[config.mk]
export PLATFORM = sky130hd
export DESIGN_NAME = dsrc_top
export DESIGN_NICKNAME = d
export VERILOG_FILES = /design/src/dsrc_pkg.sv /design/src/dsrc_cell.sv /design/src/dsrc_top.sv
export SDC_FILE = /design/constraint.sdc
export NUM_CORES = 2
export LEC_CHECK = 0
export ABC_AREA = 1
export BUFFER_PORTS_ARGS = -buffer_cell sky130_fd_sc_hd__buf_2
export CAP_MARGIN = 20
export CORE_MARGIN = 2
export CORE_UTILIZATION = 62
export CTS_CLUSTER_DIAMETER = 150
export DETAILED_ROUTE_END_ITERATION = 12
export PLACE_DENSITY = 0.93
export SYNTH_ARGS = -nofsm -noshare
export SYNTH_HDL_FRONTEND = slang
export SYNTH_SLANG_ARGS = --single-unit
[constraint.sdc]
create_clock -name core_clk_i -period 3.55 [get_ports core_clk_i]
set_input_delay 0.355 -clock core_clk_i [delete_from_list [all_inputs] [get_ports core_clk_i]]
set_output_delay 0.355 -clock core_clk_i [all_outputs]
set_load 0.005 [all_outputs]
[src/dsrc_pkg.sv]
`default_nettype none
package dsrc_pkg;
  // Number of rate groups and the rate field position
  localparam int RSC_GROUPS = 35;
  localparam int RSC_FIELD_LSB = 11;
  localparam int RSC_FIELD_MSB = 14;
  localparam int RSC_SLOTS = 5;

  // Group indices
  localparam int G_TONE = 0;
  localparam int G_PWM = 1;
  localparam int G_HAP = 2;
  localparam int G_NOISE = 3;
  localparam int G_IN = 4;
  localparam int G_OUT = 5;
  localparam int G_AIF0 = 6;
  localparam int G_SPD = 10;
  localparam int G_LRX0 = 11;
  localparam int G_LTX0 = 19;
  localparam int G_FX = 27;
  localparam int G_DSP0 = 28;

  // Rate codes
  localparam logic [3:0] RATE_SYNC1 = 4'h0;
  localparam logic [3:0] RATE_SYNC2 = 4'h1;
  localparam logic [3:0] RATE_SYNC3 = 4'h2;
  localparam logic [3:0] RATE_ASYNC1 = 4'h8;
  localparam logic [3:0] RATE_ASYNC2 = 4'h9;
  localparam logic [3:0] RATE_RESET = 4'h0;

  // Register byte offsets, one per group
  localparam logic [31:0] RSC_OFFS [RSC_GROUPS] = '{
    32'h0000_0020, 32'h0000_0030, 32'h0000_0090, 32'h0000_00a0,
    32'h0000_0308, 32'h0000_0408,
    32'h0000_0500, 32'h0000_0540, 32'h0000_0580, 32'h0000_05a0,
    32'h0000_05c0,
    32'h0000_05e0, 32'h0000_05e4, 32'h0000_05e8, 32'h0000_05ec,
    32'h0000_05f0, 32'h0000_05f4, 32'h0000_05f8, 32'h0000_05fc,
    32'h0000_0600, 32'h0000_0604, 32'h0000_0608, 32'h0000_060c,
    32'h0000_0610, 32'h0000_0614, 32'h0000_0618, 32'h0000_061c,
    32'h0000_0e00,
    32'h0000_3000, 32'h0000_3004, 32'h0000_3008, 32'h0000_300c,
    32'h0000_3010, 32'h0000_3014, 32'h0000_3018};

  // Status registers and the start of the wide register decode
  localparam logic [31:0] OFF_GUARD_LO = 32'h0000_0700;
  localparam logic [31:0] OFF_GUARD_HI = 32'h0000_0704;
  localparam logic [31:0] OFF_RANGE_LO = 32'h0000_0708;
  localparam logic [31:0] OFF_RANGE_HI = 32'h0000_070c;
  localparam logic [31:0] OFF_WIDE_BASE = 32'h0000_3000;

  // Valid rate range in kHz
  localparam logic [7:0] RATE_MIN_KHZ = 8'd8;
  localparam logic [7:0] RATE_MAX_KHZ = 8'd192;

  // Settling time after sources are cleared
  localparam int CLK_PERIOD_NS = 10;
  localparam int SETTLE_NS = 125000;
  localparam int SETTLE_CYCLES = (SETTLE_NS + CLK_PERIOD_NS - 1) / CLK_PERIOD_NS;
endpackage
`default_nettype wire

[src/dsrc_cell.sv]
`default_nettype none
module dsrc_cell #(
  parameter bit ALLOW_ASYNC = 1'b1,
  parameter int SETTLE = 12500
) (
  input wire logic core_clk_i,
  input wire logic rst_n_i,
  input wire logic wr_i,
  input wire logic [3:0] code_i,
  input wire logic src_active_i,
  input wire logic viol_clr_i,
  output logic [3:0] stored_o,
  output logic [3:0] eff_o,
  output logic viol_o
);
  import dsrc_pkg::*;

  localparam int CW = $clog2(SETTLE + 1);

  // Stored code, applied code, settle countdown, guard flag
  typedef struct packed {
    logic [3:0] stored;
    logic [3:0] eff;
    logic [CW-1:0] settle;
    logic viol;
  } dsrc_cell_t;

  dsrc_cell_t st_ff;
  dsrc_cell_t nxt_st;
  logic code_ok;

  // Refuse settle counts below one cycle
  if (SETTLE < 1) begin : g_chk
    $error("SETTLE must be at least one cycle");
  end

  // Legal codes for this group
  always_comb begin
    unique case (code_i)
      RATE_SYNC1, RATE_SYNC2, RATE_SYNC3: code_ok = 1'b1;
      RATE_ASYNC1, RATE_ASYNC2: code_ok = ALLOW_ASYNC;
      default: code_ok = 1'b0;
    endcase
  end

  // Next state
  always_comb begin
    nxt_st = st_ff;
    // Restart settle window while any source is still routed
    if (src_active_i) begin
      nxt_st.settle = CW'(SETTLE);
    end else if (st_ff.settle != '0) begin
      nxt_st.settle = st_ff.settle - CW'(1);
    end
    if (viol_clr_i) begin
      nxt_st.viol = 1'b0;
    end
    if (wr_i) begin
      nxt_st.stored = code_i;
      // Reserved code keeps the group where it was
      if (code_ok) begin
        nxt_st.eff = code_i;
      end
      // Early write flagged; set beats a same-cycle clear
      if (src_active_i || st_ff.settle != '0) begin
        nxt_st.viol = 1'b1;
      end
    end
  end

  // State register
  always_ff @(posedge core_clk_i or negedge rst_n_i) begin
    if (!rst_n_i) begin
      st_ff <= '{stored: RATE_RESET, eff: RATE_RESET, settle: '0, viol: 1'b0};
    end else begin
      st_ff <= nxt_st;
    end
  end

  assign stored_o = st_ff.stored;
  assign eff_o = st_ff.eff;
  assign viol_o = st_ff.viol;
endmodule
`default_nettype wire

[src/dsrc_top.sv]
// Local design decision: the APB register port.
`default_nettype none
module dsrc_top #(
  parameter int SETTLE_CYC = dsrc_pkg::SETTLE_CYCLES,
  parameter int NUM_GROUPS = dsrc_pkg::RSC_GROUPS
) (
  input wire logic core_clk_i,
  input wire logic rst_n_i,
  // APB slave
  input wire logic psel_i,
  input wire logic penable_i,
  input wire logic pwrite_i,
  input wire logic [31:0] paddr_i,
  input wire logic [31:0] pwdata_i,
  input wire logic [3:0] pstrb_i,
  output logic pready_o,
  output logic pslverr_o,
  output logic [31:0] prdata_o,
  // Mixer source selector nonzero, one bit per group
  input wire logic [dsrc_pkg::RSC_GROUPS-1:0] src_active_i,
  // Frequency of each of the five rate slots, 8 bits of kHz each
  input wire logic [8*dsrc_pkg::RSC_SLOTS-1:0] slot_khz_i,
  // Applied rate code per group, 4 bits each
  output logic [4*dsrc_pkg::RSC_GROUPS-1:0] grp_rate_o,
  // Group runs on the asynchronous clock
  output logic [dsrc_pkg::RSC_GROUPS-1:0] grp_async_o,
  // Rate slots in use by at least one group
  output logic [dsrc_pkg::RSC_SLOTS-1:0] slot_used_o,
  // Two groups needing a converter between them are flagged by the mixer
  output logic [3:0] loopback_rate_o,
  output logic [3:0] pulse_cycle_rate_o
);
  import dsrc_pkg::*;

  // Refuse a group count that does not match the offset map
  if (NUM_GROUPS != RSC_GROUPS) begin : g_chk_groups
    $error("NUM_GROUPS must match the register map");
  end
  // Refuse a settle window of zero
  if (SETTLE_CYC < 1) begin : g_chk_settle
    $error("SETTLE_CYC must be at least one cycle");
  end

  // Register map, one 32-bit word per group, field in bits 14:11
  //   0x020 tone generator
  //   0x030 pulse-width generator
  //   0x090 vibration generator
  //   0x0a0 comfort noise generator
  //   0x308 input paths, sync codes only
  //   0x408 output paths and echo loopback, sync codes only
  //   0x500 0x540 0x580 0x5a0 audio ports one to four
  //   0x5c0 consumer audio transmitter
  //   0x5e0 to 0x5fc link receive channels one to eight
  //   0x600 to 0x61c link transmit channels one to eight
  //   0xe00 effects: equaliser, filters and range control together
  //   0x3000 to 0x3018 processor cores one to seven
  //   0x700 guard flags of groups 0 to 31, write one to clear
  //   0x704 guard flags of groups 32 to 34, write one to clear
  //   0x708 range flags of groups 0 to 31, read only
  //   0x70c range flags of groups 32 to 34, read only
  //   Anything else answers with an error and reads zero
  //
  // Bus timing
  //   Zero wait states: ready is tied high
  //   Read data is captured in the setup cycle and stands
  //   until the next setup cycle, so a slow master still sees it
  //   A write lands at the edge that ends the access phase
  //   The rate field sits in byte lane 1; a write without that
  //   strobe leaves the selector untouched
  //
  // Guard against early rate changes
  //   Each group reloads a settle counter while its mixer
  //   sources are routed and counts down once they are cleared
  //   A rate write inside that window is still applied, since
  //   holding it back would hide the software fault; instead the
  //   group's guard flag is raised for software to inspect
  //   A set in the same cycle as a clear wins, so no event is lost
  //
  // Reserved codes
  //   Stored and read back so software sees what it wrote,
  //   but the group keeps running at the last legal rate
  //   Async codes on the input and output groups count as reserved
  //
  // Limitations
  //   The block only selects rates; converters, mixers and clock
  //   generators sit elsewhere and act on the outputs below
  //   The oversampled microphone cap on the input rate is left to software

  // Result of an address lookup
  typedef struct packed {
    logic hit;
    logic [5:0] idx;
  } dsrc_hit_t;

  // Bus-facing state of the top
  typedef struct packed {
    logic [31:0] rdata;
    logic err;
  } dsrc_state_t;

  dsrc_state_t st_ff; // Registered read answer
  dsrc_state_t nxt_st; // Its next value
  dsrc_hit_t hit; // Decoded rate register
  logic setup_ph; // APB setup phase
  logic access_ph; // APB access phase
  logic wr_acc; // Write taking effect this edge
  logic word_wr; // Byte lane 1 written by the strobes
  logic [3:0] stored [RSC_GROUPS]; // Codes as software wrote them
  logic [3:0] eff [RSC_GROUPS]; // Codes actually in force
  logic [RSC_GROUPS-1:0] viol; // Guard violation flags
  logic [RSC_GROUPS-1:0] range_bad; // Selected slot out of range
  logic [RSC_GROUPS-1:0] cell_wr; // Write pulse per group
  logic [RSC_GROUPS-1:0] viol_clr; // Clear pulse per group
  logic [63:0] clr_mask; // W1C mask across both status words
  logic [31:0] rd_mux; // Read data before the flop
  logic rd_err; // Unmapped address

  // Map an address onto a rate group
  function automatic dsrc_hit_t find_reg(input logic [31:0] addr);
    dsrc_hit_t r;
    r.hit = 1'b0;
    r.idx = '0;
    // Narrow registers decode 16 bits; upper bits set there is an alias, refused
    if (addr[31:16] != 16'h0000 && addr[15:0] < OFF_WIDE_BASE[15:0]) begin
      return r;
    end
    for (int g = 0; g < RSC_GROUPS; g++) begin
      if (addr == RSC_OFFS[g]) begin
        r.hit = 1'b1;
        r.idx = 6'(g);
      end
    end
    return r;
  endfunction

  // Slot number for a code; five means none
  function automatic logic [2:0] code_slot(input logic [3:0] code);
    logic [2:0] s;
    s = 3'd5;
    unique case (code)
      RATE_SYNC1: s = 3'd0;
      RATE_SYNC2: s = 3'd1;
      RATE_SYNC3: s = 3'd2;
      RATE_ASYNC1: s = 3'd3;
      RATE_ASYNC2: s = 3'd4;
      default: s = 3'd5;
    endcase
    return s;
  endfunction

  // True when the code picks the asynchronous clock
  function automatic logic is_async(input logic [3:0] code);
    return code[3];
  endfunction

  // Phase decode
  always_comb begin
    setup_ph = psel_i && !penable_i;
    access_ph = psel_i && penable_i;
    wr_acc = access_ph && pwrite_i;
    word_wr = pstrb_i[1];
    hit = find_reg(paddr_i);
  end

  // One cell per group; input and output paths refuse async codes
  for (genvar g = 0; g < RSC_GROUPS; g++) begin : g_cell
    localparam bit SYNC_ONLY = (g == G_IN) || (g == G_OUT);
    dsrc_cell #(
      .ALLOW_ASYNC(!SYNC_ONLY),
      .SETTLE(SETTLE_CYC)
    ) u_cell (
      .core_clk_i(core_clk_i),
      .rst_n_i(rst_n_i),
      .wr_i(cell_wr[g]),
      .code_i(pwdata_i[RSC_FIELD_MSB:RSC_FIELD_LSB]),
      .src_active_i(src_active_i[g]),
      .viol_clr_i(viol_clr[g]),
      .stored_o(stored[g]),
      .eff_o(eff[g]),
      .viol_o(viol[g])
    );
  end

  // Write pulses and status clears
  always_comb begin
    cell_wr = '0;
    clr_mask = '0;
    // Field lives in byte lane 1, so only that strobe moves it
    if (wr_acc && hit.hit && word_wr) begin
      cell_wr[hit.idx] = 1'b1;
    end
    // Guard flags clear by writing one, byte lanes honoured
    if (wr_acc && paddr_i == OFF_GUARD_LO) begin
      for (int b = 0; b < 4; b++) begin
        if (pstrb_i[b]) begin
          clr_mask[8*b +: 8] = pwdata_i[8*b +: 8];
        end
      end
    end
    if (wr_acc && paddr_i == OFF_GUARD_HI) begin
      for (int b = 0; b < 4; b++) begin
        if (pstrb_i[b]) begin
          clr_mask[32 + 8*b +: 8] = pwdata_i[8*b +: 8];
        end
      end
    end
    viol_clr = clr_mask[RSC_GROUPS-1:0];
  end

  // Range check of each group against the five slot frequencies
  always_comb begin
    logic [2:0] s;
    logic [7:0] khz;
    s = '0;
    khz = '0;
    range_bad = '0;
    for (int g = 0; g < RSC_GROUPS; g++) begin
      s = code_slot(eff[g]);
      khz = (s < 3'd5) ? slot_khz_i[8*s +: 8] : 8'h00;
      range_bad[g] = (khz < RATE_MIN_KHZ) || (khz > RATE_MAX_KHZ);
    end
  end

  // Per-group outputs and slot usage
  always_comb begin
    logic [2:0] s;
    s = '0;
    slot_used_o = '0;
    for (int g = 0; g < RSC_GROUPS; g++) begin
      // Mixer compares these codes to decide where a converter is needed
      grp_rate_o[4*g +: 4] = eff[g];
      // A single code bit names the domain, so no path can sit in both
      // Domain flag tells which side a cross-domain converter bridges
      grp_async_o[g] = is_async(eff[g]);
      s = code_slot(eff[g]);
      // Encoding allows only five distinct slots in total
      if (s < 3'd5) begin
        // Slots in use show which same-domain converter pairs are needed
        slot_used_o[s] = 1'b1;
      end
    end
    // Loopback and output mixers follow the output group
    loopback_rate_o = eff[G_OUT];
    // Pulse generator cycle time follows its own group
    pulse_cycle_rate_o = eff[G_PWM];
  end

  // Read multiplexer
  always_comb begin
    rd_mux = '0;
    rd_err = 1'b0;
    if (hit.hit) begin
      // Read back what was written, even a reserved code
      rd_mux[RSC_FIELD_MSB:RSC_FIELD_LSB] = stored[hit.idx];
    end else if (paddr_i == OFF_GUARD_LO) begin
      rd_mux = viol[31:0];
    end else if (paddr_i == OFF_GUARD_HI) begin
      rd_mux[RSC_GROUPS-33:0] = viol[RSC_GROUPS-1:32];
    end else if (paddr_i == OFF_RANGE_LO) begin
      rd_mux = range_bad[31:0];
    end else if (paddr_i == OFF_RANGE_HI) begin
      rd_mux[RSC_GROUPS-33:0] = range_bad[RSC_GROUPS-1:32];
    end else begin
      rd_err = 1'b1;
    end
  end

  // Next bus state: answer is captured in the setup cycle
  always_comb begin
    nxt_st = st_ff;
    if (setup_ph) begin
      nxt_st.rdata = pwrite_i ? 32'h0000_0000 : rd_mux;
      nxt_st.err = rd_err;
    end
  end

  // Bus state register
  always_ff @(posedge core_clk_i or negedge rst_n_i) begin
    if (!rst_n_i) begin
      st_ff <= '{rdata: 32'h0000_0000, err: 1'b0};
    end else begin
      st_ff <= nxt_st;
    end
  end

  // No wait states; error only while the access phase lasts
  assign pready_o = 1'b1;
  assign pslverr_o = access_ph && st_ff.err;
  assign prdata_o = st_ff.rdata;
endmodule
`default_nettype wire

==> qor.csv <==
metric,value,unit
status,"complete, but fails checks",
violations,hold timing,
async_flop_share,100,%
critical_path.max_fanout,5,
avgSynthCellArea,6.88,sq um
syn_to_final_growth,15.0,%
dr.pass1.iters,10,
max_slew_margin,24.6,%
holdWs,-0.00259,ns
skew,0.0386,ns
endpoint_kind,flip-flop,
grt_setup_unrepaired,true,
rows,108,
cts-root-buf,clkbuf_16,
synth.most_common_cell,inv_1,
cts_tree,built,
clockBufferDepth,3,
die_x,301,um
synth_area_leaders,"dfrtp_1 38%, o21ai_0 9.8%, inv_1 8.7%, nand2_1 8.3%, nor2_1 6.5%",
timing.final.crit_period,3.54,ns
cts.sinks,838,
final_cells,9671,
grt_pass1_vias,57926,
track_usage,50.2,%
ctsHtreeMaxLevel,3,
yosysSeqAreaShare,38.4,%
ys_types,64,
cts_inserted_buffers,90,
drcViolationCount,0,
worstPathRequired,4.14,ns
die_h,301,um
fill_cells,6687,
vias,62207,
peakVddDrop,0.453,mV
synth_top_area_cell,dfrtp_1,
syn_area,54500,sq um
startpoint_type,flip-flop,
reg2reg_from,g_cell[32].u_cell.eff_o[2]$_DFFE_PN0P_,
ant_nets,0,
hp-class,primary input to flip-flop,
routed_via_density,6.43,
leakage,30.0,nW
timing.rr.end,prdata_o[0]$_DFFE_PN0P_,
synth_edf_count,0,
antenna_found_initial,17,
crit_arrival,4.12,ns
dpl_cell_area,59100,sq um
period_share,99.6,%
ios,370,
final_core_utilization,72.1,%
grt_pass1_wl,344000,um
clk_latency,0.73,ns
place_hpwl,165000,um
fin_nets,8617,
rr_worst_depth,15,
synth_nets,8116,
endpoint,prdata_o[0]$_DFFE_PN0P_,
tightest_slew,1.13,ns
coreArea,87000,sq um
fp.dieArea,90400,sq um
netlist_instances,7933,
ys.flop_type,dfrtp_1,
drtIter0Drc,9756,
path_class,flip-flop to flip-flop,
drive_above_1_share,12.3,%
wire_per_inst,23.9,um
start_util,62.7,%
ys_top_cells_by_count,"1261 x inv_1, 1211 x nand2_1, 1066 x o21ai_0, 945 x nor2_1, 838 x dfrtp_1",
multi_input_area,26300,sq um
dpl.cell_count,9455,
hold_viol_final,2,
grt_max_degree,114,
seq_area,21000,sq um
p_per_area,357,nW/um^2
grt_overflow,0,
routed_wl,231000,um
ys_ff_latch,838,
fin_area,62700,sq um
critPathLaunch,g_cell[32].u_cell.eff_o[2]$_DFFE_PN0P_,
reg2reg_slack,0.01,ns
maxSlewViolCount,0,
max_freq,283,MHz
clk_pin_slew,0.07,ns
cap_violations,0,
setup_viol,0,
yosysWarnings,0,
synth_top_area_share,38.4,%
io_buffer_count,368,
place.gp.congestion,1.14,
==> layout by cell type, fill, tap and decap left out, types with 69 or more instances in the layout <==
master     synthesis  layout
nand3_1          424     421
a21oi_1          543     542
inv_1           1261    1256
nor2_1           945     933
nand4_1          145     145
clkbuf_16          0      90
nor4_1            69      69
nand2_1         1211    1210
o211ai_1         136     136
dfrtp_1          838     838
buf_2              9     367
o21ai_0         1066    1066
nor3_1           286     280
buf_4            217     427
==> power breakdown <==
part           switching, mW  total (mW)  internal (mW)
clock network           4.28        10.1           5.86
logic                   1.63        2.27          0.642
registers              0.195        9.97           9.78
==> worst min path at each step <==
stage | start | end | slack (ns) | depth (start not counted)
floorplan | rst_n_i | g_cell[0].u_cell.eff_o[0]$_DFFE_PN0P_ | 0.06 | 0
global placement | rst_n_i | g_cell[1].u_cell.st_ff[9]$_DFFE_PN0P_ | 0.42 | 1
detailed placement | rst_n_i | g_cell[1].u_cell.st_ff[9]$_DFFE_PN0P_ | 0.42 | 1
CTS | src_active_i[2] | g_cell[2].u_cell.st_ff[11]$_DFFE_PN0P_ | 0.003 | 2
global route | src_active_i[31] | g_cell[31].u_cell.st_ff[11]$_DFFE_PN0P_ | 0.02 | 2
finish | pwdata_i[28] | g_cell[28].u_cell.viol_o$_DFF_PN0_ | -0.003 | 4
==> kinds of logic after synthesis <==
kind of cell	count (synthesis)	synth area share (%)
DFF	838	38.4
muxes	2	0.0367
AOI/OAI and AO/OA	2126	21.9
buffers and inverters	1742	13.5
xor gates and xnor gates	27	0.434
other	1	0.00688
adders and majority gates	35	0.803
and+or+nand+nor	3162	24.9
==> area by class of cell <==
type	instances	share of cell area [%]
inverter	1289	7.72
timing repair buffer	862	9.60
tap	1155	2.30
clock buffer	118	3.98
multi-input combinational	5353	41.9
antenna	12	0.0479
sequential	838	33.4
clock inverter	44	0.993
==> timing repair <==
item                       4_1_cts  5_1_grt
gates resized for setup          0       18
buffers inserted                 0        5
setup endpoints to repair        0       11
hold buffers                    35        0
hold endpoints to repair       173        0
==> worst max-delay path: stages (launching register included) <==
cell and delay, ns:
dfrtp_1 0.46, inv_1 0.16, nand3_1 0.14, nor2_1 0.05, nor2_1 0.47, inv_1 0.14
nor2_1 0.33, o21ai_0 0.18, o211ai_1 0.20, o21ai_0 0.10, o21ai_0 0.18, o2111ai_1 0.16
nand3b_1 0.38, a21oi_1 0.13, buf_4 0.18, a21o_1 0.15
==> metrics by stage <==
stage	hold slack, ns	setup slack [ns]	power (mW)	setup TNS (ns)
floorplan	0.0594	0.501	11.2	0
global placement	0.418	-0.107	12.1	-0.501
detailed placement	0.418	-0.246	12.2	-2.95
CTS	0.00329	0.0169	22.2	0
global route	0.0209	-0.0328	22.9	-0.0454
finish	-0.00259	0.0136	22.4	0
==> layer usage <==
layer  wire (um)  GRT usage (%)
met5         123          0.106
met2       95800           73.5
met4       21000           36.6
met3       34500           16.9
met1       79700           61.8
==> registers in the layout (all words and copies together), names as in the netlist <==
signal and cells:
g_cell.u_cell.stored_o 140, g_cell.u_cell.viol_o 35, g_cell.u_cell.st_ff 490, g_cell.u_cell.eff_o 140
st_ff 1, prdata_o 32
Note: power is estimated with default switching activity, not from simulation.
